--- config.mk ---
export PLATFORM = sky130hd
export DESIGN_NAME = ssmc_core
export DESIGN_NICKNAME = d
export VERILOG_FILES = /design/src/core/ssmc_pkg.sv /design/src/core/ssmc_core.sv /design/src/core/ssmc_bitclk.sv
export SDC_FILE = /design/constraint.sdc
export NUM_CORES = 2
export LEC_CHECK = 0
export BUFFER_PORTS_ARGS = -buffer_cell sky130_fd_sc_hd__clkbuf_2
export CORE_ASPECT_RATIO = 1.5
export CORE_MARGIN = 3
export CORE_UTILIZATION = 30
export CTS_CLUSTER_DIAMETER = 40
export DETAILED_ROUTE_END_ITERATION = 16
export PLACE_DENSITY_LB_ADDON = 0.25
export SLEW_MARGIN = 20
export SYNTH_ARGS = -nofsm -noshare
export SYNTH_HDL_FRONTEND = slang
export SYNTH_SLANG_ARGS = --single-unit
--- constraint.sdc ---
create_clock -name clk_i -period 15.7 [get_ports clk_i]
set_input_delay 0.785 -clock clk_i [delete_from_list [all_inputs] [get_ports clk_i]]
set_output_delay 0.785 -clock clk_i [all_outputs]
set_load 0.1 [all_outputs]
--- src/core/ssmc_pkg.sv ---
package ssmc_pkg;

	// ==========================================================
	// Timing
	localparam int unsigned CLK_HZ = 250_000_000;
	localparam int unsigned FAST_BPS = 375_000;
	localparam int unsigned SLOW_BPS = 187_500;
	localparam logic [10:0] FAST_DIV = 11'(CLK_HZ / FAST_BPS);
	localparam logic [10:0] SLOW_DIV = 11'(CLK_HZ / SLOW_BPS);
	localparam logic [10:0] REF16_DIV = 11'h010;
	localparam logic [10:0] REF32_DIV = 11'h020;

	// ==========================================================
	// Register map (byte addresses)
	localparam logic [11:0] ADR_MODE = 12'h000;
	localparam logic [11:0] ADR_STATUS = 12'h004;
	localparam logic [11:0] ADR_STATION = 12'h008;
	localparam logic [11:0] ADR_TX_LEN = 12'h00c;
	localparam logic [11:0] ADR_RX_LEN = 12'h010;
	localparam logic [11:0] ADR_TX_CTRL = 12'h014;
	localparam logic [11:0] ADR_RX_CTRL = 12'h018;
	localparam logic [1:0] ADR_MEM_SEL = 2'h1;
	localparam logic [7:0] MODE_RST = 8'h00;
	localparam logic [7:0] STATUS_RST = 8'h00;

	// Mode register fields
	localparam int MD_NO_CHECK = 0;
	localparam int MD_NO_CTRL = 1;
	localparam int MD_PRESYNC = 2;
	localparam int MD_LOOP = 3;
	localparam int MD_NRZI = 4;
	localparam int MD_CLK_LO = 5;
	// Status/command fields
	localparam int ST_RBP = 0;
	localparam int ST_AM = 1;
	localparam int ST_BOV = 3;
	localparam int ST_SI = 4;
	localparam int ST_RTS = 5;
	localparam int ST_RBE = 6;
	localparam int ST_TBF = 7;

	// Clock mode codes
	localparam logic [2:0] CM_EXT = 3'h0;
	localparam logic [2:0] CM_UNDEF_A = 3'h1;
	localparam logic [2:0] CM_TIMER = 3'h2;
	localparam logic [2:0] CM_UNDEF_B = 3'h3;
	localparam logic [2:0] CM_REF16 = 3'h4;
	localparam logic [2:0] CM_REF32 = 3'h5;
	localparam logic [2:0] CM_FAST = 3'h6;
	localparam logic [2:0] CM_SLOW = 3'h7;

	// ==========================================================
	// Framing
	localparam logic [7:0] FLAG = 8'h7e;
	localparam logic [7:0] SYNC_NRZI = 8'h00;
	localparam logic [7:0] SYNC_NRZ = 8'h55;
	localparam logic [7:0] BCAST = 8'hff;
	localparam logic [7:0] CTRL_RR = 8'h11;
	localparam logic [7:0] CTRL_RNR = 8'h15;
	localparam int CTRL_POLL = 4;
	localparam logic [15:0] CRC_INIT = 16'hffff;
	localparam logic [15:0] CRC_POLY = 16'h8408;
	localparam logic [15:0] CRC_GOOD = 16'hf0b8;
	localparam int BUF_BYTES = 192;
	localparam logic [7:0] TX_BASE = 8'h00;
	localparam logic [7:0] RX_BASE = 8'h60;
	localparam logic [7:0] BLK_BYTES = 8'h60;

	// ==========================================================
	// Types
	typedef struct packed {
		logic cyc;
		logic stb;
		logic we;
		logic [3:0] sel;
		logic [11:0] adr;
		logic [31:0] dat;
	} ssmc_wb_req_t;

	typedef struct packed {
		logic ack;
		logic [31:0] dat;
	} ssmc_wb_rsp_t;

	typedef enum logic [2:0] {TX_IDLE, TX_SYNC, TX_OPEN, TX_BODY, TX_FCS, TX_CLOSE} ssmc_tx_st_t;

	function automatic logic [15:0] ssmc_crc_step(input logic [15:0] c, input logic b);
		ssmc_crc_step = (c[0] ^ b) ? ((c >> 1) ^ CRC_POLY) : (c >> 1);
	endfunction

endpackage

--- src/core/ssmc_core.sv ---
module ssmc_core
	import ssmc_pkg::*;
(
	// Clock and reset
	input wire logic clk_i,
	input wire logic rst_i,
	// Wishbone slave
	input wire ssmc_wb_req_t wb_i,
	output ssmc_wb_rsp_t wb_o,
	// Link side
	input wire logic link_clk_i,
	input wire logic rxd_i,
	output logic txd_o,
	output logic rts_n_o,
	// Timer overflow pulse, same clock domain
	input wire logic timer_ovf_i
);

	typedef struct packed {
		logic [7:0] serial_mode_reg;
		logic [7:0] status_command_reg;
		logic [7:0] station_addr;
		logic [7:0] tx_len;
		logic [7:0] rx_len;
		logic [7:0] tx_ctrl;
		logic [7:0] rx_ctrl;
		logic [7:0] auto_ctrl;
		logic ack;
		logic [31:0] rdat;
		logic lclk_s1;
		logic lclk_s2;
		logic rxd_s1;
		logic rxd_s2;
		ssmc_tx_st_t tx_st;
		logic [7:0] tx_sh;
		logic [2:0] tx_bc;
		logic [7:0] tx_idx;
		logic [2:0] tx_ones;
		logic [15:0] tx_crc;
		logic tx_line;
		logic tx_auto;
		logic rx_act;
		logic [7:0] rx_sh;
		logic [2:0] rx_bc;
		logic [2:0] rx_ones;
		logic [15:0] rx_crc;
		logic [15:0] rx_crc_b;
		logic [7:0] rx_cnt;
		logic rx_prev;
		logic [2:0] nr;
		logic txd;
		logic rts_n;
	} ssmc_core_st_t;

	ssmc_core_st_t s, n;
	logic [7:0] buf_mem [0:BUF_BYTES-1];
	logic mem_we;
	logic [7:0] mem_wa;
	logic [7:0] mem_wd;
	logic tx_tick, rx_tick;

	// Mode decode
	logic no_check_field, no_control_field, preframe_sync, loop_cfg, nrzi;
	logic [2:0] clock_mode_sel;
	logic mode_ok, auto_mode, non_addressed;
	// Work variables
	logic [7:0] bidx, rd, hdr, last, nidx, nbyte, rbyte, pos;
	logic tb, rb, stuffing;
	logic [15:0] crc_n;

	// ==========================================================
	// Bit clock
	ssmc_bitclk u_bitclk (
		.clk_i(clk_i),
		.rst_i(rst_i),
		.clock_mode_sel_i(clock_mode_sel),
		.link_clk_i(s.lclk_s2),
		.timer_ovf_i(timer_ovf_i),
		.tx_tick_o(tx_tick),
		.rx_tick_o(rx_tick)
	);

	assign no_check_field = s.serial_mode_reg[MD_NO_CHECK];
	assign no_control_field = s.serial_mode_reg[MD_NO_CTRL];
	assign preframe_sync = s.serial_mode_reg[MD_PRESYNC];
	assign loop_cfg = s.serial_mode_reg[MD_LOOP];
	assign nrzi = s.serial_mode_reg[MD_NRZI];
	assign clock_mode_sel = s.serial_mode_reg[MD_CLK_LO +: 3];
	assign mode_ok = (clock_mode_sel != CM_UNDEF_A) && (clock_mode_sel != CM_UNDEF_B);
	assign auto_mode = !no_control_field && s.status_command_reg[ST_AM];
	assign non_addressed = no_control_field && !s.status_command_reg[ST_AM];

	always_comb begin
		n = s;
		mem_we = 1'b0;
		mem_wa = 8'h00;
		mem_wd = 8'h00;
		bidx = 8'h00;
		rd = 8'h00;
		nidx = 8'h00;
		nbyte = 8'h00;
		rbyte = 8'h00;
		pos = 8'h00;
		tb = 1'b0;
		rb = 1'b0;
		stuffing = 1'b0;
		crc_n = s.tx_crc;
		hdr = no_control_field ? 8'h01 : 8'h02;
		last = s.tx_auto ? 8'h01 : s.tx_len + 8'h01;
		// Link inputs: second flop only feeds logic
		n.lclk_s1 = link_clk_i;
		n.lclk_s2 = s.lclk_s1;
		n.rxd_s1 = rxd_i;
		n.rxd_s2 = s.rxd_s1;

		// ======================================================
		// Wishbone slave: ack one cycle after the request
		n.ack = 1'b0;
		if (wb_i.cyc && wb_i.stb && !s.ack) begin
			n.ack = 1'b1;
			bidx = wb_i.adr[9:2];
			if (wb_i.adr[11:10] == ADR_MEM_SEL) begin
				if (bidx < 8'(BUF_BYTES)) begin
					rd = buf_mem[bidx];
					if (wb_i.we && wb_i.sel[0]) begin
						mem_we = 1'b1;
						mem_wa = bidx;
						mem_wd = wb_i.dat[7:0];
					end
				end
			end else begin
				unique case (wb_i.adr)
					ADR_MODE: rd = s.serial_mode_reg;
					ADR_STATUS: rd = s.status_command_reg;
					ADR_STATION: rd = s.station_addr;
					ADR_TX_LEN: rd = s.tx_len;
					ADR_RX_LEN: rd = s.rx_len;
					ADR_TX_CTRL: rd = s.tx_ctrl;
					ADR_RX_CTRL: rd = s.rx_ctrl;
					default: rd = 8'h00;
				endcase
				if (wb_i.we && wb_i.sel[0]) begin
					unique case (wb_i.adr)
						ADR_MODE: n.serial_mode_reg = wb_i.dat[7:0];
						ADR_STATUS: n.status_command_reg = wb_i.dat[7:0];
						ADR_STATION: n.station_addr = wb_i.dat[7:0];
						ADR_TX_LEN: n.tx_len = (wb_i.dat[7:0] > BLK_BYTES) ? BLK_BYTES :
							wb_i.dat[7:0];
						ADR_TX_CTRL: n.tx_ctrl = wb_i.dat[7:0];
						default: n.ack = 1'b1;
					endcase
				end
			end
			n.rdat = {24'h000000, rd};
		end

		// ======================================================
		// Transmitter
		if (s.tx_st == TX_IDLE) begin
			if (s.status_command_reg[ST_TBF] && mode_ok && !s.rx_act) begin
				n.tx_st = preframe_sync ? TX_SYNC : TX_OPEN;
				n.tx_sh = preframe_sync ? (nrzi ? SYNC_NRZI : SYNC_NRZ) : FLAG;
				n.tx_bc = 3'h0;
				n.tx_idx = 8'h00;
				n.tx_ones = 3'h0;
				n.tx_crc = CRC_INIT;
				n.status_command_reg[ST_RTS] = 1'b1;
			end
		end else if (tx_tick) begin
			// A run of five ones ending the last check byte still needs its zero
			// before the closing flag starts
			stuffing = (s.tx_st == TX_BODY || s.tx_st == TX_FCS ||
				(s.tx_st == TX_CLOSE && s.tx_bc == 3'h0)) && s.tx_ones == 3'h5;
			if (stuffing) begin
				tb = 1'b0;
				n.tx_ones = 3'h0;
			end else begin
				tb = s.tx_sh[0];
				n.tx_sh = s.tx_sh >> 1;
				n.tx_bc = s.tx_bc + 3'h1;
				n.tx_ones = tb ? s.tx_ones + 3'h1 : 3'h0;
				if (s.tx_st == TX_BODY) begin
					crc_n = ssmc_crc_step(s.tx_crc, tb);
					n.tx_crc = crc_n;
				end
				if (s.tx_bc == 3'h7) begin
					nidx = (s.tx_idx == 8'h00 && no_control_field) ? 8'h02 : s.tx_idx + 8'h01;
					nbyte = (nidx == 8'h01) ? (s.tx_auto ? s.auto_ctrl : s.tx_ctrl) :
						buf_mem[TX_BASE + nidx - 8'h02];
					unique case (s.tx_st)
						TX_SYNC: begin
							if (s.tx_idx == 8'h01) begin
								n.tx_st = TX_OPEN;
								n.tx_sh = FLAG;
								n.tx_idx = 8'h00;
							end else begin
								n.tx_idx = 8'h01;
								n.tx_sh = nrzi ? SYNC_NRZI : SYNC_NRZ;
							end
						end
						TX_OPEN: begin
							n.tx_st = TX_BODY;
							n.tx_sh = s.station_addr;
							n.tx_idx = 8'h00;
							n.tx_ones = 3'h0;
						end
						TX_BODY: begin
							if (nidx <= last) begin
								n.tx_idx = nidx;
								n.tx_sh = nbyte;
							end else if (no_check_field) begin
								n.tx_st = TX_CLOSE;
								n.tx_sh = FLAG;
							end else begin
								n.tx_st = TX_FCS;
								n.tx_idx = 8'h00;
								n.tx_sh = ~crc_n[7:0];
							end
						end
						TX_FCS: begin
							if (s.tx_idx == 8'h00) begin
								n.tx_idx = 8'h01;
								n.tx_sh = ~s.tx_crc[15:8];
							end else begin
								n.tx_st = TX_CLOSE;
								n.tx_sh = FLAG;
							end
						end
						TX_CLOSE: begin
							n.tx_st = TX_IDLE;
							n.tx_auto = 1'b0;
							n.status_command_reg[ST_TBF] = 1'b0;
							n.status_command_reg[ST_RTS] = 1'b0;
							n.status_command_reg[ST_SI] = 1'b1;
						end
						default: n.tx_st = TX_IDLE;
					endcase
				end
			end
			n.tx_line = nrzi ? (tb ? s.tx_line : !s.tx_line) : tb;
		end
		// Loop station repeats the line while not sending
		n.txd = (loop_cfg && s.tx_st == TX_IDLE) ? s.rxd_s2 : s.tx_line;
		n.rts_n = loop_cfg ? 1'b1 : !s.status_command_reg[ST_RTS];

		// ======================================================
		// Receiver
		if (rx_tick) begin
			rb = nrzi ? (s.rxd_s2 == s.rx_prev) : s.rxd_s2;
			n.rx_prev = s.rxd_s2;
			if (rb) begin
				n.rx_ones = (s.rx_ones == 3'h7) ? 3'h7 : s.rx_ones + 3'h1;
				if (s.rx_ones >= 3'h6) begin
					n.rx_act = 1'b0;
				end
			end else begin
				n.rx_ones = 3'h0;
			end
			if (!rb && s.rx_ones == 3'h6) begin
				// Closing flag: the flag's first seven bits sit in the shifter
				if (s.rx_act && s.rx_bc == 3'h7 &&
					s.rx_cnt >= hdr + (no_check_field ? 8'h00 : 8'h02) &&
					(no_check_field || s.rx_crc_b == CRC_GOOD)) begin
					n.rx_len = s.rx_cnt - hdr - (no_check_field ? 8'h00 : 8'h02);
					n.status_command_reg[ST_RBE] = 1'b0;
					n.status_command_reg[ST_SI] = 1'b1;
					if (auto_mode) begin
						if (!s.rx_ctrl[0]) begin
							n.nr = s.nr + 3'h1;
						end
						if (s.rx_ctrl[CTRL_POLL] && s.tx_st == TX_IDLE) begin
							n.auto_ctrl = {(s.rx_ctrl[0] ? s.nr : s.nr + 3'h1), 5'h00} |
								(s.status_command_reg[ST_RBP] ? CTRL_RNR : CTRL_RR);
							n.tx_auto = 1'b1;
							n.status_command_reg[ST_TBF] = 1'b1;
						end
					end
				end
				n.rx_act = n.status_command_reg[ST_RBE];
				n.rx_bc = 3'h0;
				n.rx_cnt = 8'h00;
				n.rx_crc = CRC_INIT;
			end else if (!(!rb && s.rx_ones == 3'h5) && s.rx_act) begin
				// Data bit; a zero after five ones is dropped
				n.rx_sh = {rb, s.rx_sh[7:1]};
				n.rx_crc = ssmc_crc_step(s.rx_crc, rb);
				n.rx_bc = s.rx_bc + 3'h1;
				if (s.rx_bc == 3'h7) begin
					rbyte = {rb, s.rx_sh[7:1]};
					n.rx_crc_b = n.rx_crc;
					n.rx_cnt = s.rx_cnt + 8'h01;
					pos = s.rx_cnt - hdr;
					if (s.rx_cnt == 8'h00) begin
						// Multipoint address filter
						n.rx_act = non_addressed || rbyte == s.station_addr || rbyte == BCAST;
					end else if (s.rx_cnt == 8'h01 && !no_control_field) begin
						n.rx_ctrl = rbyte;
					end else if (pos < BLK_BYTES) begin
						if (!s.status_command_reg[ST_RBP]) begin
							mem_we = 1'b1;
							mem_wa = RX_BASE + pos;
							mem_wd = rbyte;
						end
					end else begin
						n.status_command_reg[ST_BOV] = 1'b1;
					end
				end
			end
		end
		if (!mode_ok) begin
			n.rx_act = 1'b0;
		end
		// FLEXIBLE mode: nothing above answers on its own
	end

	// ==========================================================
	// State and buffer memory; a receiver write wins over a bus write
	always_ff @(posedge clk_i) begin
		if (rst_i) begin
			s <= '0;
			s.serial_mode_reg <= MODE_RST;
			s.status_command_reg <= STATUS_RST;
			s.tx_st <= TX_IDLE;
			s.txd <= 1'b1;
			s.rts_n <= 1'b1;
			s.tx_line <= 1'b1;
		end else begin
			s <= n;
		end
	end

	always_ff @(posedge clk_i) begin
		if (mem_we) begin
			buf_mem[mem_wa] <= mem_wd;
		end
	end

	assign wb_o = '{ack: s.ack, dat: s.rdat};
	assign txd_o = s.txd;
	assign rts_n_o = s.rts_n;

endmodule // ssmc_core

--- src/core/ssmc_bitclk.sv ---
module ssmc_bitclk
	import ssmc_pkg::*;
(
	// Clock and reset
	input wire logic clk_i,
	input wire logic rst_i,
	// Mode and sources
	input wire logic [2:0] clock_mode_sel_i,
	input wire logic link_clk_i,
	input wire logic timer_ovf_i,
	// Bit strobes
	output logic tx_tick_o,
	output logic rx_tick_o
);

	typedef struct packed {
		logic ref_prev;
		logic phase;
		logic [10:0] cnt;
		logic tx_tick;
		logic rx_tick;
	} ssmc_bitclk_st_t;

	ssmc_bitclk_st_t s, n;
	logic rise, fall;
	logic [10:0] div;

	// ==========================================================
	// Tick generation; no phase tracking of the incoming data, so
	// recovered-clock modes rely on the reference being clean
	always_comb begin
		n = s;
		n.tx_tick = 1'b0;
		n.rx_tick = 1'b0;
		n.ref_prev = link_clk_i;
		rise = link_clk_i && !s.ref_prev;
		fall = !link_clk_i && s.ref_prev;
		div = (clock_mode_sel_i == CM_REF16) ? REF16_DIV :
			(clock_mode_sel_i == CM_REF32) ? REF32_DIV :
			(clock_mode_sel_i == CM_FAST) ? FAST_DIV : SLOW_DIV;
		unique case (clock_mode_sel_i)
			CM_EXT: begin
				n.rx_tick = rise;
				n.tx_tick = fall;
			end
			CM_TIMER: begin
				if (timer_ovf_i) begin
					n.phase = !s.phase;
					n.tx_tick = !s.phase;
					n.rx_tick = s.phase;
				end
			end
			CM_REF16, CM_REF32: begin
				if (rise) begin
					n.cnt = (s.cnt >= div - 11'h001) ? 11'h000 : s.cnt + 11'h001;
					n.tx_tick = (s.cnt == 11'h000);
					n.rx_tick = (s.cnt == (div >> 1));
				end
			end
			CM_FAST, CM_SLOW: begin
				n.cnt = (s.cnt >= div - 11'h001) ? 11'h000 : s.cnt + 11'h001;
				n.tx_tick = (s.cnt == 11'h000);
				n.rx_tick = (s.cnt == (div >> 1));
			end
			default: begin
				n.cnt = 11'h000;
			end
		endcase
	end

	always_ff @(posedge clk_i) begin
		if (rst_i) begin
			s <= '0;
		end else begin
			s <= n;
		end
	end

	assign tx_tick_o = s.tx_tick;
	assign rx_tick_o = s.rx_tick;

endmodule // ssmc_bitclk

Yosys cells after proc, flatten, opt, wreduce, memory -nomap -nowiden
Memory sizes are Yosys's and may differ from the RTL's.
Cells that the tools add are included.
{ "op_classes": {"n_lt_le_gt_ge": 7, "bitwise_logic": 13, "eq_ne": 42, "add_sub_neg": 15, "n_mux": 157, "n_reduce_logical": 75} }
{ "op_table": {"columns": ["op", "count"], "rows": [
  ["$mux 8", 43],
  ["$mux 16", 6],
  ["$mux 24", 4],
  ["$mux 41", 2],
  ["$mux 11", 6],
  ["$pmux 8 s4", 2],
  ["$mux 60", 1],
  ["$pmux 8 s7", 1],
  ["$mux 1", 53],
  ["$mux 43", 1],
  ["$mux 3", 14],
  ["$mux 40", 1],
  ["$eq 12x5->1 const B", 3],
  ["$eq 3x3->1 const B", 12],
  ["$mux 33", 1],
  ["$pmux 11 s3", 1],
  ["$reduce_and 4->1", 7],
  ["$add 8x1->8 const B", 3],
  ["$eq 12x4->1 const B", 2],
  ["$eq 8x1->1 const B", 3],
  ["$mux 2", 12],
  ["$logic_and 1x1->1", 22],
  ["$mux 22", 1],
  ["$mux 7", 3],
  ["53 further kinds", 105]
]} }
{ "word_totals": {"ff_bits": 196, "mem_bits_rw": 1536, "in_bits": 56, "word_cells": 349, "output_inout_bits": 35, "n_memories": 1} }
{ "mem_list": {"columns": ["memory", "words", "width", "read_ports", "rd_ports_with_merged_regs", "write_ports", "line_no", "source"], "rows": [
  ["buf_mem", 192, 8, 2, 0, 1, "ssmc_core.sv:56", "logic [7:0] buf_mem [0:BUF_BYTES-1];"]
]} }

Longest topological paths before layout
{ "depth": {"word_depth": 20, "ltp_mapped": 27, "mapped_depth_nobuf": 16} }

By module
Synthesis repeated with hierarchy kept, for this count alone.
{ "unflattened": {"hier_cells": 5915, "area_unflattened_um2": 84503.5} }
{ "by_module_without_submodules": {"columns": ["module", "area_per_inst_um2", "n_inst", "cells_each", "seq_area_each_um2"], "rows": [
  ["ssmc_core", 83149.7, 1, 5744, 49667.6],
  ["ssmc_bitclk", 1353.8, 1, 171, 300.3]
]} }

Worst setup path before layout
OpenSTA, ideal clock, no wires.
{ "synth_path": {"path_type": "reg2reg", "from": "reg s[8] (netlist name)", "to": "mem buf_mem[0][5], data pin", "slack_ns": 3.988, "arrival_time_ns": 10.020, "n_path_buf": 5, "path_stages_with_launch": 12, "t_required_ns": 14.008, "setup_ns": 1.692, "synth_period_minus_slack_ns": 11.712, "path_cell_list": "dfxtp_1 > buf_2 > or3_1 > a211o_1 > mux2_1 > o31a_1 > and4b_1 > buf_6 > buf_6 > buf_2 > clkbuf_1 > o21ai_0"} }
{ "synth_between": {"elab_chain_cells": 9, "word_cells_on_any_way": 12, "cone_classes": "add/sub: 1; order compare: 1; eq/ne: 1; mux: 7; reduce/logical: 2"} }
{ "synth_rtl": {"columns": ["item", "line_no", "source"], "rows": [
  ["start: declaration", "ssmc_core.sv:55", "ssmc_core_st_t s, n;"],
  ["start signal: assignment", "ssmc_core.sv:328", "s <= n;"],
  ["$sub 8x2->8", "ssmc_core.sv:292", "pos = s.rx_cnt - hdr;"],
  ["$lt 8x7->1", "ssmc_core.sv:298", "end else if (pos < BLK_BYTES) begin"],
  ["$mux 8", "ssmc_core.sv:298", null],
  ["$mux 8", "ssmc_core.sv:296", "end else if (s.rx_cnt == 8'h01 && !no_control_field) begin"],
  ["$mux 8 *", "ssmc_core.sv:293", "if (s.rx_cnt == 8'h00) begin"],
  ["$mux 8 *", "ssmc_core.sv:288", "if (s.rx_bc == 3'h7) begin"],
  ["$mux 8 *", "ssmc_core.sv:283", "end else if (!(!rb && s.rx_ones == 3'h5) && s.rx_act) begin"],
  ["$mux 8 *", "ssmc_core.sv:259", "if (!rb && s.rx_ones == 3'h6) begin"],
  ["$mux 8 *", "ssmc_core.sv:248", "if (rx_tick) begin"],
  ["named net mem_wd[5]", "ssmc_core.sv:59", "logic [7:0] mem_wd;"],
  ["end: declaration", "ssmc_core.sv:56", null]
]} }
The timed path passes the listed nets; every way through them passes the cells marked *.

Worst setup path after layout
{ "layout_path": {"from": "reg s[82] (netlist name)", "to": "reg s[98] (netlist name)"} }
{ "layout_between": {"elab_chain_cells": 12, "word_cells_on_any_way": 18, "cone_classes": "add/sub: 2; order compare: 1; eq/ne: 2; mux: 10; reduce/logical: 2; memory: 1"} }
{ "layout_rtl": {"columns": ["item", "line_no", "source"], "rows": [
  ["branches (longest 7 deep; another with $add 8x1->8)", null, null],
  ["$pmux 8 s4 *", "ssmc_core.sv:190", "unique case (s.tx_st)"],
  ["$mux 11 *", "ssmc_core.sv:186", "if (s.tx_bc == 3'h7) begin"],
  ["$mux 22 *", "ssmc_core.sv:174", "if (stuffing) begin"],
  ["$mux 43 *", "ssmc_core.sv:169", "end else if (tx_tick) begin"],
  ["$mux 41 *", "ssmc_core.sv:159", "if (s.tx_st == TX_IDLE) begin"]
]} }
Every way passes the cells marked *. The select of a mux whose other input is x is not followed.
A chain may end at the register's enable or synchronous reset.

==> summary.txt <==
Run status
  – Status: finished, final reports clean

Worst hold path
  – Hold WC Path Type: in2reg

Placed design
  – Post-detail-place hpwl: 209,000 µm
  – Port-buffer cells: 39
  – Pre-CTS WS: 8.30 ns
  – Global placement routability congestion: 0.922

Clock network
  – Clk_lat worst skew: 0.88 ns
  – H-tree depth: 4
  – Resize count post-CTS: 0
  – CTS tree: done
  – CTS Hold Bufs: 0
  – Root buf cell: clkbuf_16
  – Maximum clock path buffer count: 4
  – Post-CTS Setup Inserts: 0
  – CTS sink cnt: 1,728
  – Num CTS Buffers: 182
  – Clk slew on worst S/H paths: 0.07 ns

Die
  – Ports: 91
  – Total die area: 0.288 mm²
  – Placeable core region: 0.279 mm²
  – Width of the chip: 439 µm
  – Core Rows: 237
  – Initial core utilization: 30.2%
  – Die Y: 655 µm

Route
  – Antenna viol nets, final: 0
  – Vias per cell: 5.92
  – Final WL: 329,000 µm
  – # DRC: 0
  – 1st-iter DRT viols: 6,663
  – Via Count: 56,800
  – Drt pass-1 iters: 9
  – WL/cell: 34.2 µm

Logic synthesis
  – Ys flop type: edfxtp_1
  – Post-synth EDFFs: 1,536
  – Multiplexer area fraction after synthesis: 20.0%
  – Cell Area, Synth: 0.0843 mm²
  – Largest family of logic cells by synthesized area: multiplexers
  – Gate Count Post-Synth: 5,777
  – Seq/Total Area, Yosys: 59.3%
  – Area fraction in compound gates after synthesis: 8.97%
  – Synth Area in XOR/XNOR: 0.530%
  – Adder-Cell Fraction of Synth Area: 0.796%
  – Synth Area in Simple Gates: 7.67%
  – Share of synthesized registers carrying an async set or reset: 0%
  – Yosys warnings: 0
  – Yosys cell types: 97
  – #FFs+latches synth: 1,728
  – Avg Synthesized Cell Area: 14.6 µm²

Setup path
  – CP Data Arrival Time: 8.31 ns
  – Endpoint class of the critical path: flip-flop
  – CP startpoint kind: flip-flop
  – CP Max Fanout: 60
  – CP required: 16.47 ns
  – Crit path kind: reg2reg

STA
  – Setup ws final: 8.16 ns
  – Fin. max-slew vios: 0
  – Worst slew margin: 15.0%
  – Fmax: 0.133 GHz
  – Final Skew: 0.0440 ns
  – Setup TNS: 0 ns
  – Final critical-path required period: 7.54 ns
  – Final setup violating endpoints: 0
  – Hold Fails Final Rpt: 0
  – RSZ-0062 raised after global routing: false
  – Final period util: 48.0%
  – Measured slew at the worst slew-check pin: 1.27 ns

Final layout
  – Share of layout cells above drive strength 1: 24.1%
  – Fin util: 34.3%
  – NumNets Final: 5,867
  – Area Overhead vs Synth: 13.3%

Pwr
  – Pwr Total: 9590 µW
  – P_leak: 0.0316 µW
  – Max VDD drop: 0.0000970 V
  – Power per cell area: 100 mW/mm²

Global route
  – GRT Overall Usage: 22.4%
  – Initial antenna violation count: 11
  – Grt ovf: 0
  – Number of global-route vias before repair: 57,000
  – First-pass GRT wire length: 457,000 µm
  – Largest net degree at the start of global routing: 193

Flow run
  – MaxCap Viol Count: 0
==> final cells by class <==
cell class / count / area [µm²]
inverters: 45 / 186
clock buffers: 207 / 4790
repair buffers: 280 / 2230
diodes: 4 / 10.0
multi-input cells: 3521 / 32500
clock inverters: 118 / 1140
well taps: 3704 / 4630
flip-flops and latches: 1728 / 50000
fillers: 26900 / 183000
==> routing by layer <==
layer | wire length, µm | GRT usage [%] | up-vias
met5 | 0 | 0 | -
met4 | 26800 | 15.5 | 0
met3 | 26100 | 3.82 | 863
met2 | 159000 | 37.2 | 3143
met1 | 117000 | 26.3 | 29600
li1 | - | - | 23300
==> Yosys cell counts (35+ instances only) <==
master / n / share of area (%)
a211oi_1: 83 / 0.74
a21oi_1: 213 / 1.3
a221oi_1: 90 / 0.94
a22oi_1: 39 / 0.35
a31oi_1: 66 / 0.49
and3_1: 35 / 0.26
buf_1: 75 / 0.33
buf_2: 92 / 0.55
buf_4: 39 / 0.35
clkbuf_1: 297 / 1.3
dfxtp_1: 192 / 4.6
edfxtp_1: 1536 / 55
ha_1: 52 / 0.77
inv_1: 40 / 0.18
mux2_2: 78 / 1.0
mux2i_1: 161 / 1.9
mux4_2: 636 / 17
nand2_1: 512 / 2.3
nand3_1: 154 / 0.91
nor2_1: 406 / 1.8
nor2b_1: 48 / 0.36
nor3_1: 92 / 0.55
o211ai_1: 79 / 0.70
o21ai_0: 190 / 1.1
==> cells by family after synthesis <==
family,after synthesis
flops,1728
simple gates,1434
compound gates,1082
mux,876
buf+inv,551
fa+ha+maj,53
xor+xnor,51
other cells,2
==> worst max-delay path, stage by stage, from the launching register on <==
cell and delay, ns:
dfxtp_4 0.80, inv_4 0.24, ha_2 0.51, clkinv_1 0.09
buf_4 0.46, o21ai_4 0.13, inv_4 0.39, ha_4 0.37
inv_8 0.55, buf_4 0.53, buf_4 0.73, mux4_2 0.42
a22o_1 0.23, o21ai_0 0.51, nor4b_1 0.96, o32ai_1 0.19
o2bb2ai_1 0.18
==> through the flow <==
stage	cell area (µm²)	cells	hold slack (ns)
floorplan	84400	5800	0.392
global placement	89400	9275	0.431
detailed placement	89400	9276	0.425
CTS	95400	9601	0.124
global route	95500	9606	0.148
finish	95500	9607	0.146
==> placed cells by master, fill, tap and decap left out, types with 161 or more instances in the layout <==
cell       instances
mux4_2           636
edfxtp_1        1536
o21ai_0          182
nand2_1          500
mux2i_1          161
a21oi_1          213
nor2_1           366
buf_4            225
dfxtp_1          191
clkbuf_16        188
==> sequential cells by signal, summed over array words and instances (netlist names), 2 cells and up <==
| name | flops |
|---|---|
| wb_o | 9 |
| s | 156 |
| u_bitclk.s | 13 |
| clock_mode_sel | 3 |
| n | 2 |
| buf_mem | 1536 |
==> final timing paths <==
kind	from	endpoint	slack [ns]	cells past startpoint
max	s[82]	s[98]	8.16	16
min	rxd_i	n[104]	0.15	2
max reg2reg	s[82]	s[98]	8.16	16
min reg2reg	s[36]	s[19]	0.44	2
==> where the power goes <==
| group | internal [µW] | switching (µW) |
|---|---|---|
| Combinational | 74.4 | 169 |
| Clock | 2480 | 1940 |
| Sequential | 4930 | 2.01 |
(Power assumes the default switching activity.)
